**config.mk**
```make
export PLATFORM = sky130hd
export DESIGN_NAME = adc_control_result_regs
export DESIGN_NICKNAME = d
export VERILOG_FILES = /design/src/hdl/conv_pkg.sv /design/src/hdl/adc_control_result_regs.sv
export VERILOG_INCLUDE_DIRS = /design/src /design/src/hdl
export SDC_FILE = /design/constraint.sdc
export NUM_CORES = 1
export LEC_CHECK = 0
export BUFFER_PORTS_ARGS = -buffer_cell sky130_fd_sc_hd__buf_2
export CORE_MARGIN = 10
export CORE_UTILIZATION = 42
export DETAILED_ROUTE_END_ITERATION = 12
export GPL_TIMING_DRIVEN = 0
export PLACE_DENSITY_LB_ADDON = 0.25
export SKIP_LAST_GASP = 1
export SYNTH_ARGS = -nofsm -noshare
export SYNTH_HDL_FRONTEND = slang
export SYNTH_SLANG_ARGS = --single-unit
```
**constraint.sdc**
```tcl
create_clock -name clk_in -period 3.2 [get_ports clk_in]
set_input_delay 0.48 -clock clk_in [delete_from_list [all_inputs] [get_ports clk_in]]
set_output_delay 0.48 -clock clk_in [all_outputs]
set_load 0.02 [all_outputs]
```
**src/hdl/conv_regs.svh**
```systemverilog
`ifndef CONV_REGS_SVH
`define CONV_REGS_SVH

// register byte addresses
`define CONV_OFF_INPUT_SELECT 8'h00
`define CONV_OFF_CONTROL_A    8'h04
`define CONV_OFF_CONTROL_B    8'h08
`define CONV_OFF_RESULT_LOW   8'h0C
`define CONV_OFF_RESULT_HIGH  8'h10

// reset values
`define CONV_RST_INPUT_SELECT 8'h00
`define CONV_RST_CONTROL_A    8'h00
`define CONV_RST_CONTROL_B    8'h00

// input select fields
`define CONV_IS_REF_HI   7
`define CONV_IS_REF_LO   6
`define CONV_IS_LEFT     5
`define CONV_IS_CH_HI    3
`define CONV_IS_CH_LO    0

// control a fields
`define CONV_CA_ENABLE   7
`define CONV_CA_START    6
`define CONV_CA_AUTO     5
`define CONV_CA_DONE     4
`define CONV_CA_IE       3
`define CONV_CA_PS_HI    2
`define CONV_CA_PS_LO    0

// control b fields
`define CONV_CB_HSM      7
`define CONV_CB_AMP_REQ  4
`define CONV_CB_TRG_HI   3
`define CONV_CB_TRG_LO   0

// reference encodings
`define CONV_REF_EXTERNAL 2'h0
`define CONV_REF_SUPPLY   2'h1
`define CONV_REF_RESERVED 2'h2
`define CONV_REF_INTERNAL 2'h3

// channel encodings
`define CONV_CH_INPUT_LAST 4'hA
`define CONV_CH_GAIN_ZERO  4'hB
`define CONV_CH_GAIN_ONE   4'hC
`define CONV_CH_RESERVED   4'hD
`define CONV_CH_BANDGAP    4'hE
`define CONV_CH_GROUND     4'hF

// trigger source code for free running
`define CONV_TRG_FREE_RUN  4'h0

// result codes
`define CONV_RES_ZERO      10'h000
`define CONV_RES_FULL      10'h3FF
`define CONV_RES_SIGN      9

`endif

```
**src/hdl/conv_pkg.sv**
```systemverilog
package conv_pkg;

	typedef struct packed {
		logic        psel;
		logic        penable;
		logic        pwrite;
		logic [7:0]  paddr;
		logic [31:0] pwdata;
	} apb_req_type;

	typedef struct packed {
		logic       start;
		logic       init;
		logic [1:0] reference;
		logic [3:0] channel;
		logic       internal_ref_on;
		logic       clk_en;
		logic       enable;
		logic       high_speed;
	} core_req_type;

	typedef enum logic [0:0] {
		CONV_IDLE,
		CONV_RUN
	} conv_state_type;

	typedef enum logic [2:0] {
		SEL_INPUT,
		SEL_CTRL_A,
		SEL_CTRL_B,
		SEL_LOW,
		SEL_HIGH,
		SEL_NONE
	} reg_sel_type;

endpackage : conv_pkg

```
**src/hdl/adc_control_result_regs.sv**
```systemverilog
`timescale 1ns/100ps
`include "conv_regs.svh"
module adc_control_result_regs #(
	parameter int RESULT_WIDTH  = 10,
	parameter int TRIGGER_COUNT = 16
) (
	// clock and reset
	input  wire logic                       clk_in,
	input  wire logic                       rst_n_in,
	// apb slave
	input  wire conv_pkg::apb_req_type      apb_in,
	output logic                            pready_out,
	output logic [31:0]                     prdata_out,
	output logic                            pslverr_out,
	// analog core
	output conv_pkg::core_req_type          core_out,
	input  wire logic                       core_done_in,
	input  wire logic [RESULT_WIDTH-1:0]    core_result_in,
	// trigger sources
	input  wire logic [TRIGGER_COUNT-1:0]   trigger_flags_in,
	// interrupt
	input  wire logic                       irq_ack_in,
	output logic                            irq_out
);

	// reset release
	logic [1:0]                    rst_sync_reg;
	logic                          rst_n;

	// registers
	logic [1:0]                    reference_select_reg;
	logic                          left_adjust_reg;
	logic [3:0]                    channel_select_reg;
	logic                          converter_enable_reg;
	logic                          start_conversion_bit_reg;
	logic                          auto_trigger_enable_reg;
	logic                          conversion_done_flag_reg;
	logic                          done_interrupt_enable_reg;
	logic [2:0]                    prescaler_select_reg;
	logic                          high_speed_mode_reg;
	logic                          amplified_start_request_reg;
	logic [3:0]                    trigger_source_select_reg;
	logic [RESULT_WIDTH-1:0]       result_reg;
	logic                          result_lock_reg;

	// conversion control
	conv_pkg::conv_state_type      state_reg;
	logic                          enabled_reg;
	logic                          init_pending_reg;
	logic [1:0]                    work_reference_reg;
	logic [3:0]                    work_channel_reg;
	logic [6:0]                    presc_count_reg;
	logic                          trigger_prev_reg;

	// bus decode
	conv_pkg::reg_sel_type         sel;
	logic                          access_phase;
	logic                          complete;
	logic                          wr;
	logic                          rd;
	logic [7:0]                    wbyte;
	logic                          go;
	logic                          done;
	logic                          trigger_edge;
	logic                          free_restart;
	logic [6:0]                    presc_last;
	logic [7:0]                    result_low_byte;
	logic [7:0]                    result_high_byte;
	logic                          flag_set;
	logic                          flag_clear;

	function automatic conv_pkg::reg_sel_type decode(input logic [7:0] addr);
		case (addr)
			`CONV_OFF_INPUT_SELECT: decode = conv_pkg::SEL_INPUT;
			`CONV_OFF_CONTROL_A:    decode = conv_pkg::SEL_CTRL_A;
			`CONV_OFF_CONTROL_B:    decode = conv_pkg::SEL_CTRL_B;
			`CONV_OFF_RESULT_LOW:   decode = conv_pkg::SEL_LOW;
			`CONV_OFF_RESULT_HIGH:  decode = conv_pkg::SEL_HIGH;
			default:                decode = conv_pkg::SEL_NONE;
		endcase
	endfunction : decode

	// reset synchroniser
	always_ff @(posedge clk_in or negedge rst_n_in) begin
		if (!rst_n_in) begin
			rst_sync_reg <= 2'h0;
		end else begin
			rst_sync_reg <= {rst_sync_reg[0], 1'b1};
		end
	end
	assign rst_n = rst_sync_reg[1];

	// bus phases
	assign sel          = decode(apb_in.paddr);
	assign access_phase = apb_in.psel & apb_in.penable;
	assign complete     = access_phase & pready_out & (sel != conv_pkg::SEL_NONE);
	assign wr           = complete & apb_in.pwrite;
	assign rd           = complete & ~apb_in.pwrite;
	assign wbyte        = apb_in.pwdata[7:0];

	// result byte views, alignment follows left adjust live
	always_comb begin
		if (left_adjust_reg) begin
			result_high_byte = result_reg[9:2];
			result_low_byte  = {result_reg[1:0], 6'h00};
		end else begin
			result_high_byte = {6'h00, result_reg[9:8]};
			result_low_byte  = result_reg[7:0];
		end
	end

	// apb answer, one wait state
	always_ff @(posedge clk_in or negedge rst_n) begin
		if (!rst_n) begin
			pready_out  <= 1'b0;
			prdata_out  <= 32'h0000_0000;
			pslverr_out <= 1'b0;
		end else begin
			pready_out  <= access_phase & ~pready_out;
			pslverr_out <= access_phase & ~pready_out & (sel == conv_pkg::SEL_NONE);
			if (access_phase && !pready_out) begin
				case (sel)
					conv_pkg::SEL_INPUT:
						prdata_out <= {24'h00_0000, reference_select_reg, left_adjust_reg,
							1'b0, channel_select_reg};
					conv_pkg::SEL_CTRL_A:
						prdata_out <= {24'h00_0000, converter_enable_reg,
							start_conversion_bit_reg, auto_trigger_enable_reg,
							conversion_done_flag_reg, done_interrupt_enable_reg,
							prescaler_select_reg};
					conv_pkg::SEL_CTRL_B:
						prdata_out <= {24'h00_0000, high_speed_mode_reg, 2'h0,
							amplified_start_request_reg, trigger_source_select_reg};
					conv_pkg::SEL_LOW:  prdata_out <= {24'h00_0000, result_low_byte};
					conv_pkg::SEL_HIGH: prdata_out <= {24'h00_0000, result_high_byte};
					default:            prdata_out <= 32'h0000_0000;
				endcase
			end
		end
	end

	// input select register
	always_ff @(posedge clk_in or negedge rst_n) begin
		if (!rst_n) begin
			reference_select_reg <= 2'h0;
			left_adjust_reg      <= 1'b0;
			channel_select_reg   <= 4'h0;
		end else if (wr && sel == conv_pkg::SEL_INPUT) begin
			reference_select_reg <= wbyte[`CONV_IS_REF_HI:`CONV_IS_REF_LO];
			left_adjust_reg      <= wbyte[`CONV_IS_LEFT];
			channel_select_reg   <= wbyte[`CONV_IS_CH_HI:`CONV_IS_CH_LO];
		end
	end

	// control a static fields
	always_ff @(posedge clk_in or negedge rst_n) begin
		if (!rst_n) begin
			converter_enable_reg      <= 1'b0;
			auto_trigger_enable_reg   <= 1'b0;
			done_interrupt_enable_reg <= 1'b0;
			prescaler_select_reg      <= 3'h0;
		end else if (wr && sel == conv_pkg::SEL_CTRL_A) begin
			converter_enable_reg      <= wbyte[`CONV_CA_ENABLE];
			auto_trigger_enable_reg   <= wbyte[`CONV_CA_AUTO];
			done_interrupt_enable_reg <= wbyte[`CONV_CA_IE];
			prescaler_select_reg      <= wbyte[`CONV_CA_PS_HI:`CONV_CA_PS_LO];
		end
	end

	// control b register, amplified request cleared once its conversion starts
	always_ff @(posedge clk_in or negedge rst_n) begin
		if (!rst_n) begin
			high_speed_mode_reg         <= 1'b0;
			amplified_start_request_reg <= 1'b0;
			trigger_source_select_reg   <= 4'h0;
		end else begin
			if (wr && sel == conv_pkg::SEL_CTRL_B) begin
				high_speed_mode_reg       <= wbyte[`CONV_CB_HSM];
				trigger_source_select_reg <= wbyte[`CONV_CB_TRG_HI:`CONV_CB_TRG_LO];
			end
			if (wr && sel == conv_pkg::SEL_CTRL_B && wbyte[`CONV_CB_AMP_REQ]) begin
				amplified_start_request_reg <= 1'b1;
			end else if (go) begin
				amplified_start_request_reg <= 1'b0;
			end else if (wr && sel == conv_pkg::SEL_CTRL_B) begin
				amplified_start_request_reg <= 1'b0;
			end
		end
	end

	// auto trigger edge detect on the selected source
	always_ff @(posedge clk_in or negedge rst_n) begin
		if (!rst_n) begin
			trigger_prev_reg <= 1'b0;
		end else begin
			trigger_prev_reg <= trigger_flags_in[trigger_source_select_reg];
		end
	end
	assign trigger_edge = auto_trigger_enable_reg
		& (trigger_source_select_reg != `CONV_TRG_FREE_RUN)
		& trigger_flags_in[trigger_source_select_reg] & ~trigger_prev_reg;
	assign done         = (state_reg == conv_pkg::CONV_RUN) & core_done_in;
	assign free_restart = done & auto_trigger_enable_reg & converter_enable_reg
		& (trigger_source_select_reg == `CONV_TRG_FREE_RUN);
	assign go = (state_reg == conv_pkg::CONV_IDLE) & enabled_reg & converter_enable_reg
		& (start_conversion_bit_reg | amplified_start_request_reg);

	// start bit: software or trigger sets, completion clears, zero write ignored
	always_ff @(posedge clk_in or negedge rst_n) begin
		if (!rst_n) begin
			start_conversion_bit_reg <= 1'b0;
		end else if ((wr && sel == conv_pkg::SEL_CTRL_A && wbyte[`CONV_CA_START])
				|| trigger_edge || free_restart) begin
			start_conversion_bit_reg <= 1'b1;
		end else if (done) begin
			start_conversion_bit_reg <= 1'b0;
		end
	end

	// effective enable only follows the bit between conversions
	always_ff @(posedge clk_in or negedge rst_n) begin
		if (!rst_n) begin
			enabled_reg      <= 1'b0;
			init_pending_reg <= 1'b0;
		end else begin
			if (state_reg == conv_pkg::CONV_IDLE || done) begin
				enabled_reg <= converter_enable_reg;
			end
			if (!enabled_reg && converter_enable_reg
					&& (state_reg == conv_pkg::CONV_IDLE || done)) begin
				init_pending_reg <= 1'b1;
			end else if (go) begin
				init_pending_reg <= 1'b0;
			end
		end
	end

	// conversion sequencing
	always_ff @(posedge clk_in or negedge rst_n) begin
		if (!rst_n) begin
			state_reg          <= conv_pkg::CONV_IDLE;
			work_reference_reg <= `CONV_REF_EXTERNAL;
			work_channel_reg   <= 4'h0;
		end else begin
			case (state_reg)
				conv_pkg::CONV_IDLE: begin
					if (go) begin
						state_reg          <= conv_pkg::CONV_RUN;
						work_reference_reg <= reference_select_reg;
						work_channel_reg   <= channel_select_reg;
					end
				end
				conv_pkg::CONV_RUN: begin
					if (core_done_in) begin
						state_reg <= conv_pkg::CONV_IDLE;
					end
				end
				default: state_reg <= conv_pkg::CONV_IDLE;
			endcase
		end
	end

	// result capture and read lock
	always_ff @(posedge clk_in or negedge rst_n) begin
		if (!rst_n) begin
			result_reg      <= `CONV_RES_ZERO;
			result_lock_reg <= 1'b0;
		end else begin
			if (done && !result_lock_reg) begin
				result_reg <= core_result_in;
			end
			if (rd && sel == conv_pkg::SEL_LOW) begin
				result_lock_reg <= 1'b1;
			end else if (rd && sel == conv_pkg::SEL_HIGH) begin
				result_lock_reg <= 1'b0;
			end
		end
	end

	// done flag, set wins over clear
	assign flag_set   = done & ~result_lock_reg;
	assign flag_clear = irq_ack_in
		| (wr && sel == conv_pkg::SEL_CTRL_A && wbyte[`CONV_CA_DONE]);
	always_ff @(posedge clk_in or negedge rst_n) begin
		if (!rst_n) begin
			conversion_done_flag_reg <= 1'b0;
		end else if (flag_set) begin
			conversion_done_flag_reg <= 1'b1;
		end else if (flag_clear) begin
			conversion_done_flag_reg <= 1'b0;
		end
	end

	// interrupt request
	always_ff @(posedge clk_in or negedge rst_n) begin
		if (!rst_n) begin
			irq_out <= 1'b0;
		end else begin
			irq_out <= conversion_done_flag_reg & done_interrupt_enable_reg;
		end
	end

	// prescaler
	assign presc_last = (prescaler_select_reg == 3'h0) ? 7'h01
		: 7'((8'h01 << prescaler_select_reg) - 8'h01);
	always_ff @(posedge clk_in or negedge rst_n) begin
		if (!rst_n) begin
			presc_count_reg <= 7'h00;
		end else if (!enabled_reg || presc_count_reg >= presc_last) begin
			presc_count_reg <= 7'h00;
		end else begin
			presc_count_reg <= presc_count_reg + 7'h01;
		end
	end

	// core request outputs
	always_ff @(posedge clk_in or negedge rst_n) begin
		if (!rst_n) begin
			core_out <= '0;
		end else begin
			core_out.start      <= go;
			core_out.init       <= go ? init_pending_reg : core_out.init;
			core_out.reference  <= go ? reference_select_reg : work_reference_reg;
			core_out.channel    <= go ? channel_select_reg : work_channel_reg;
			core_out.internal_ref_on <= enabled_reg
				& (((state_reg == conv_pkg::CONV_RUN) ? work_reference_reg
				: reference_select_reg) == `CONV_REF_INTERNAL);
			core_out.clk_en     <= enabled_reg & (presc_count_reg >= presc_last);
			core_out.enable     <= enabled_reg;
			core_out.high_speed <= high_speed_mode_reg;
		end
	end

endmodule : adc_control_result_regs

```
==> results.json <==
{
  "outcome": "complete, no violations",
  "drc": 0,
  "wire_per_inst_um": 15.9,
  "period_needed_ps": 2260,
  "worst_slack_ps": 942,
  "dp_hpwl_um": 6660,
  "worstMarginPinSlew_ps": 905,
  "critPathLaunch": "apb_in[39]",
  "vias_per_cell": 5.02,
  "synth_async_sr_flop_share": 1.00,
  "path_cells": "buf_2, or4_4, or3_4, nor4_1, a22oi_1, o21ai_0",
  "yosysSeqAreaShare": 0.514,
  "layout.nets": 511,
  "p_per_area_mw_per_mm2": 424,
  "min_path_cells": 2,
  "core_mm2": 0.00830,
  "portBuffers": 69,
  "synthTopCellsByCount": "dfrtp_1 (74), nand2_1 (47), buf_4 (24), mux2_2 (23), nor2_1 (20)",
  "cts_resized": 0,
  "ios": 120,
  "grt_first_pass_wirelength_um": 14500,
  "hp-class": "in2reg",
  "syn_inst": 327,
  "largest_register_ffs": 12,
  "cts_hold_buf": 1,
  "hold_viol_final": 0,
  "grt_max_degree": 73,
  "r2r_cells": 5,
  "slowest_stage": "nor4_1",
  "drive_gt1_frac": 0.342,
  "leakagePower_uw": 0.00229,
  "antennaDiodeCount": 0,
  "final_antenna_net_count": 0,
  "rsz0062_at_grt": "no",
  "setup_viol": 0,
  "fmax_mhz": 443,
  "grt_usage": 0.139,
  "grt_pass1_vias": 2895,
  "chipHeight_um": 113,
  "ys_top_cells_by_area": "dfrtp_1 (51%), mux2_2 (7.2%), buf_4 (5.0%), nand2_1 (4.9%), mux2i_1 (3.3%)",
  "antenna_found_initial": 0,
  "syn_area_mm2": 0.00360,
  "wl_met1_um": 3880,
  "syn_area_per_cell_um2": 11.0,
  "post-place-ws_ps": 600,
  "dieArea_mm2": 0.0127,
  "wirelength_um": 8630,
  "rows": 33,
  "wl_met3_um": 786,
  "n_fill_cell": 778,
  "drv_slew": 0,
  "relSlewSlack": 0.391,
  "required_ps": 3460,
  "holdPathEnd": "result_reg[4]$_DFFE_PN0P_",
  "yosys_most_used_dff": "dfrtp_1",
  "initial_core_util": 0.434,
  "reg2reg_slack_ps": 1120,
  "period_share": 0.706,
  "endpoint_kind": "register",
  "synth_edf_count": 0,
  "overflow": 0,
  "vdd_ir_drop_max_mv": 0.246,
  "max_stage_delay_ps": 760,
  "clk_pin_slew_ps": 80,
  "critPathLaunchType": "input pin",
  "yosysTopAreaCell": "dfrtp_1",
  "clk_path_buf_depth": 2,
  "finalClockSkew_ps": 9.25,
  "r2r_end": "start_conversion_bit_reg$_DFFE_PN0P_",
  "drt_iter0_markers": 140,
  "yosysMostFrequentCell": "dfrtp_1",
  "wl_met2_um": 3850,
  "numCtsBuffers": 9,
  "hold_path.startpoint": "core_result_in[4]",
  "ys_ff_latch": 74,
  "worstReg2RegStart": "trigger_source_select_reg[0]$_DFFE_PN0P_",
  "drt_pass1_iterations": 4,
  "clk_latency_ps": 350,
  "cts.sinks": 74,
  "crit_type": "in2reg",
  "postCtsSetupBuffers": 0,
  "ys_types": 45,
  "cap_violations": 0,
  "die_w_um": 113,
  "cts_tree": "yes",
  "synth_warnings": 0,
  "crit_fanout": 5,
  "synth_top_area_frac": 0.514,
  "tns_ps": 0,
  "root_buffer": "clkbuf_8",
  "area_delta_synth_final_pct": 21.4,
  "place.gp.congestion": 0.878,
  "arrival_ps": 2520,
  "dr.max_layer_used": "met4",
  "dr_total_vias": 2716,
  "h-tree-depth": 3
}
## report_power, final
group | internal, uW | switching (uW)
clock | 379 | 346
sequential | 955 | 32.7
combinational | 70.5 | 74.0
## routing by layer
layer | track usage | vias up
met5 | 0 | -
met4 | 0.0541 | 0
met3 | 0.0501 | 11
met2 | 0.204 | 111
li1 | - | 1307
met1 | 0.182 | 1287
## critical path, delay by kind of cell
kind	cells	cell delay, ps
AO/OA/AOI/OAI	2	280
buffers and inverters	1	90
AND/OR/NAND/NOR	3	1670
## cell type report
type | count | area (um^2) | area share
Buffer | 34 | 225 | 0.0515
Clock buffer | 11 | 141 | 0.0323
Clock inverter | 5 | 53.8 | 0.0123
Inverter | 10 | 37.5 | 0.00858
Multi-Input combinational cell | 232 | 1580 | 0.360
Sequential cell | 74 | 1860 | 0.424
Tap cell | 105 | 131 | 0.0300
Timing Repair Buffer | 70 | 355 | 0.0812
## cells in the final DEF (no fill, tap or decap), types with 5 or more instances in the layout
cell type  Yosys  final
a22oi_1        5      5
buf_2          0     69
mux2_4         7      7
inv_1          9      9
ha_1           7      7
mux2_2        23     23
clkbuf_8       0     10
dfrtp_1       74     73
buf_4         24     24
mux2i_1       12     12
nor2_1        20     20
o21ai_0       14     14
clkbuf_1       9     10
nand2_1       47     47
a21oi_1        5      5
conb_1         2     25
nand3_1        9      9
## stage by stage
stage	std cells	utilization	total power [uW]	hold WS, ps	instance area [um^2]
5_1_grt	541	0.527	1940	344	4380
3_3_place_gp	524	0.502	1140	266	4170
4_1_cts	541	0.527	1880	348	4380
6_report	541	0.527	1860	354	4380
2_1_floorplan	350	-	1090	184	3690
3_5_place_dp	524	0.503	1150	268	4170
## worst max path at each step
stage                                                   end  cells past startpoint
after floorplan           channel_select_reg[0]$_DFFE_PN0P_                      5
after global placement                pslverr_out$_DFF_PN0_                      0
after detailed placement          prdata_out[1]$_DFFE_PN0P_                      6
after CTS                         prdata_out[1]$_DFFE_PN0P_                      6
after global routing              prdata_out[1]$_DFFE_PN0P_                      6
final                             prdata_out[1]$_DFFE_PN0P_                      6
## cells by family after synthesis
kind of cell / Yosys count / share of synthesized area
flops: 74 / 0.514
simple gates: 103 / 0.133
buf+inv: 44 / 0.0729
fa+ha+maj: 7 / 0.0243
other cells: 2 / 0.00208
mux: 45 / 0.153
compound gates: 47 / 0.0892
xor+xnor: 5 / 0.0122
(Power assumes the default switching activity.)
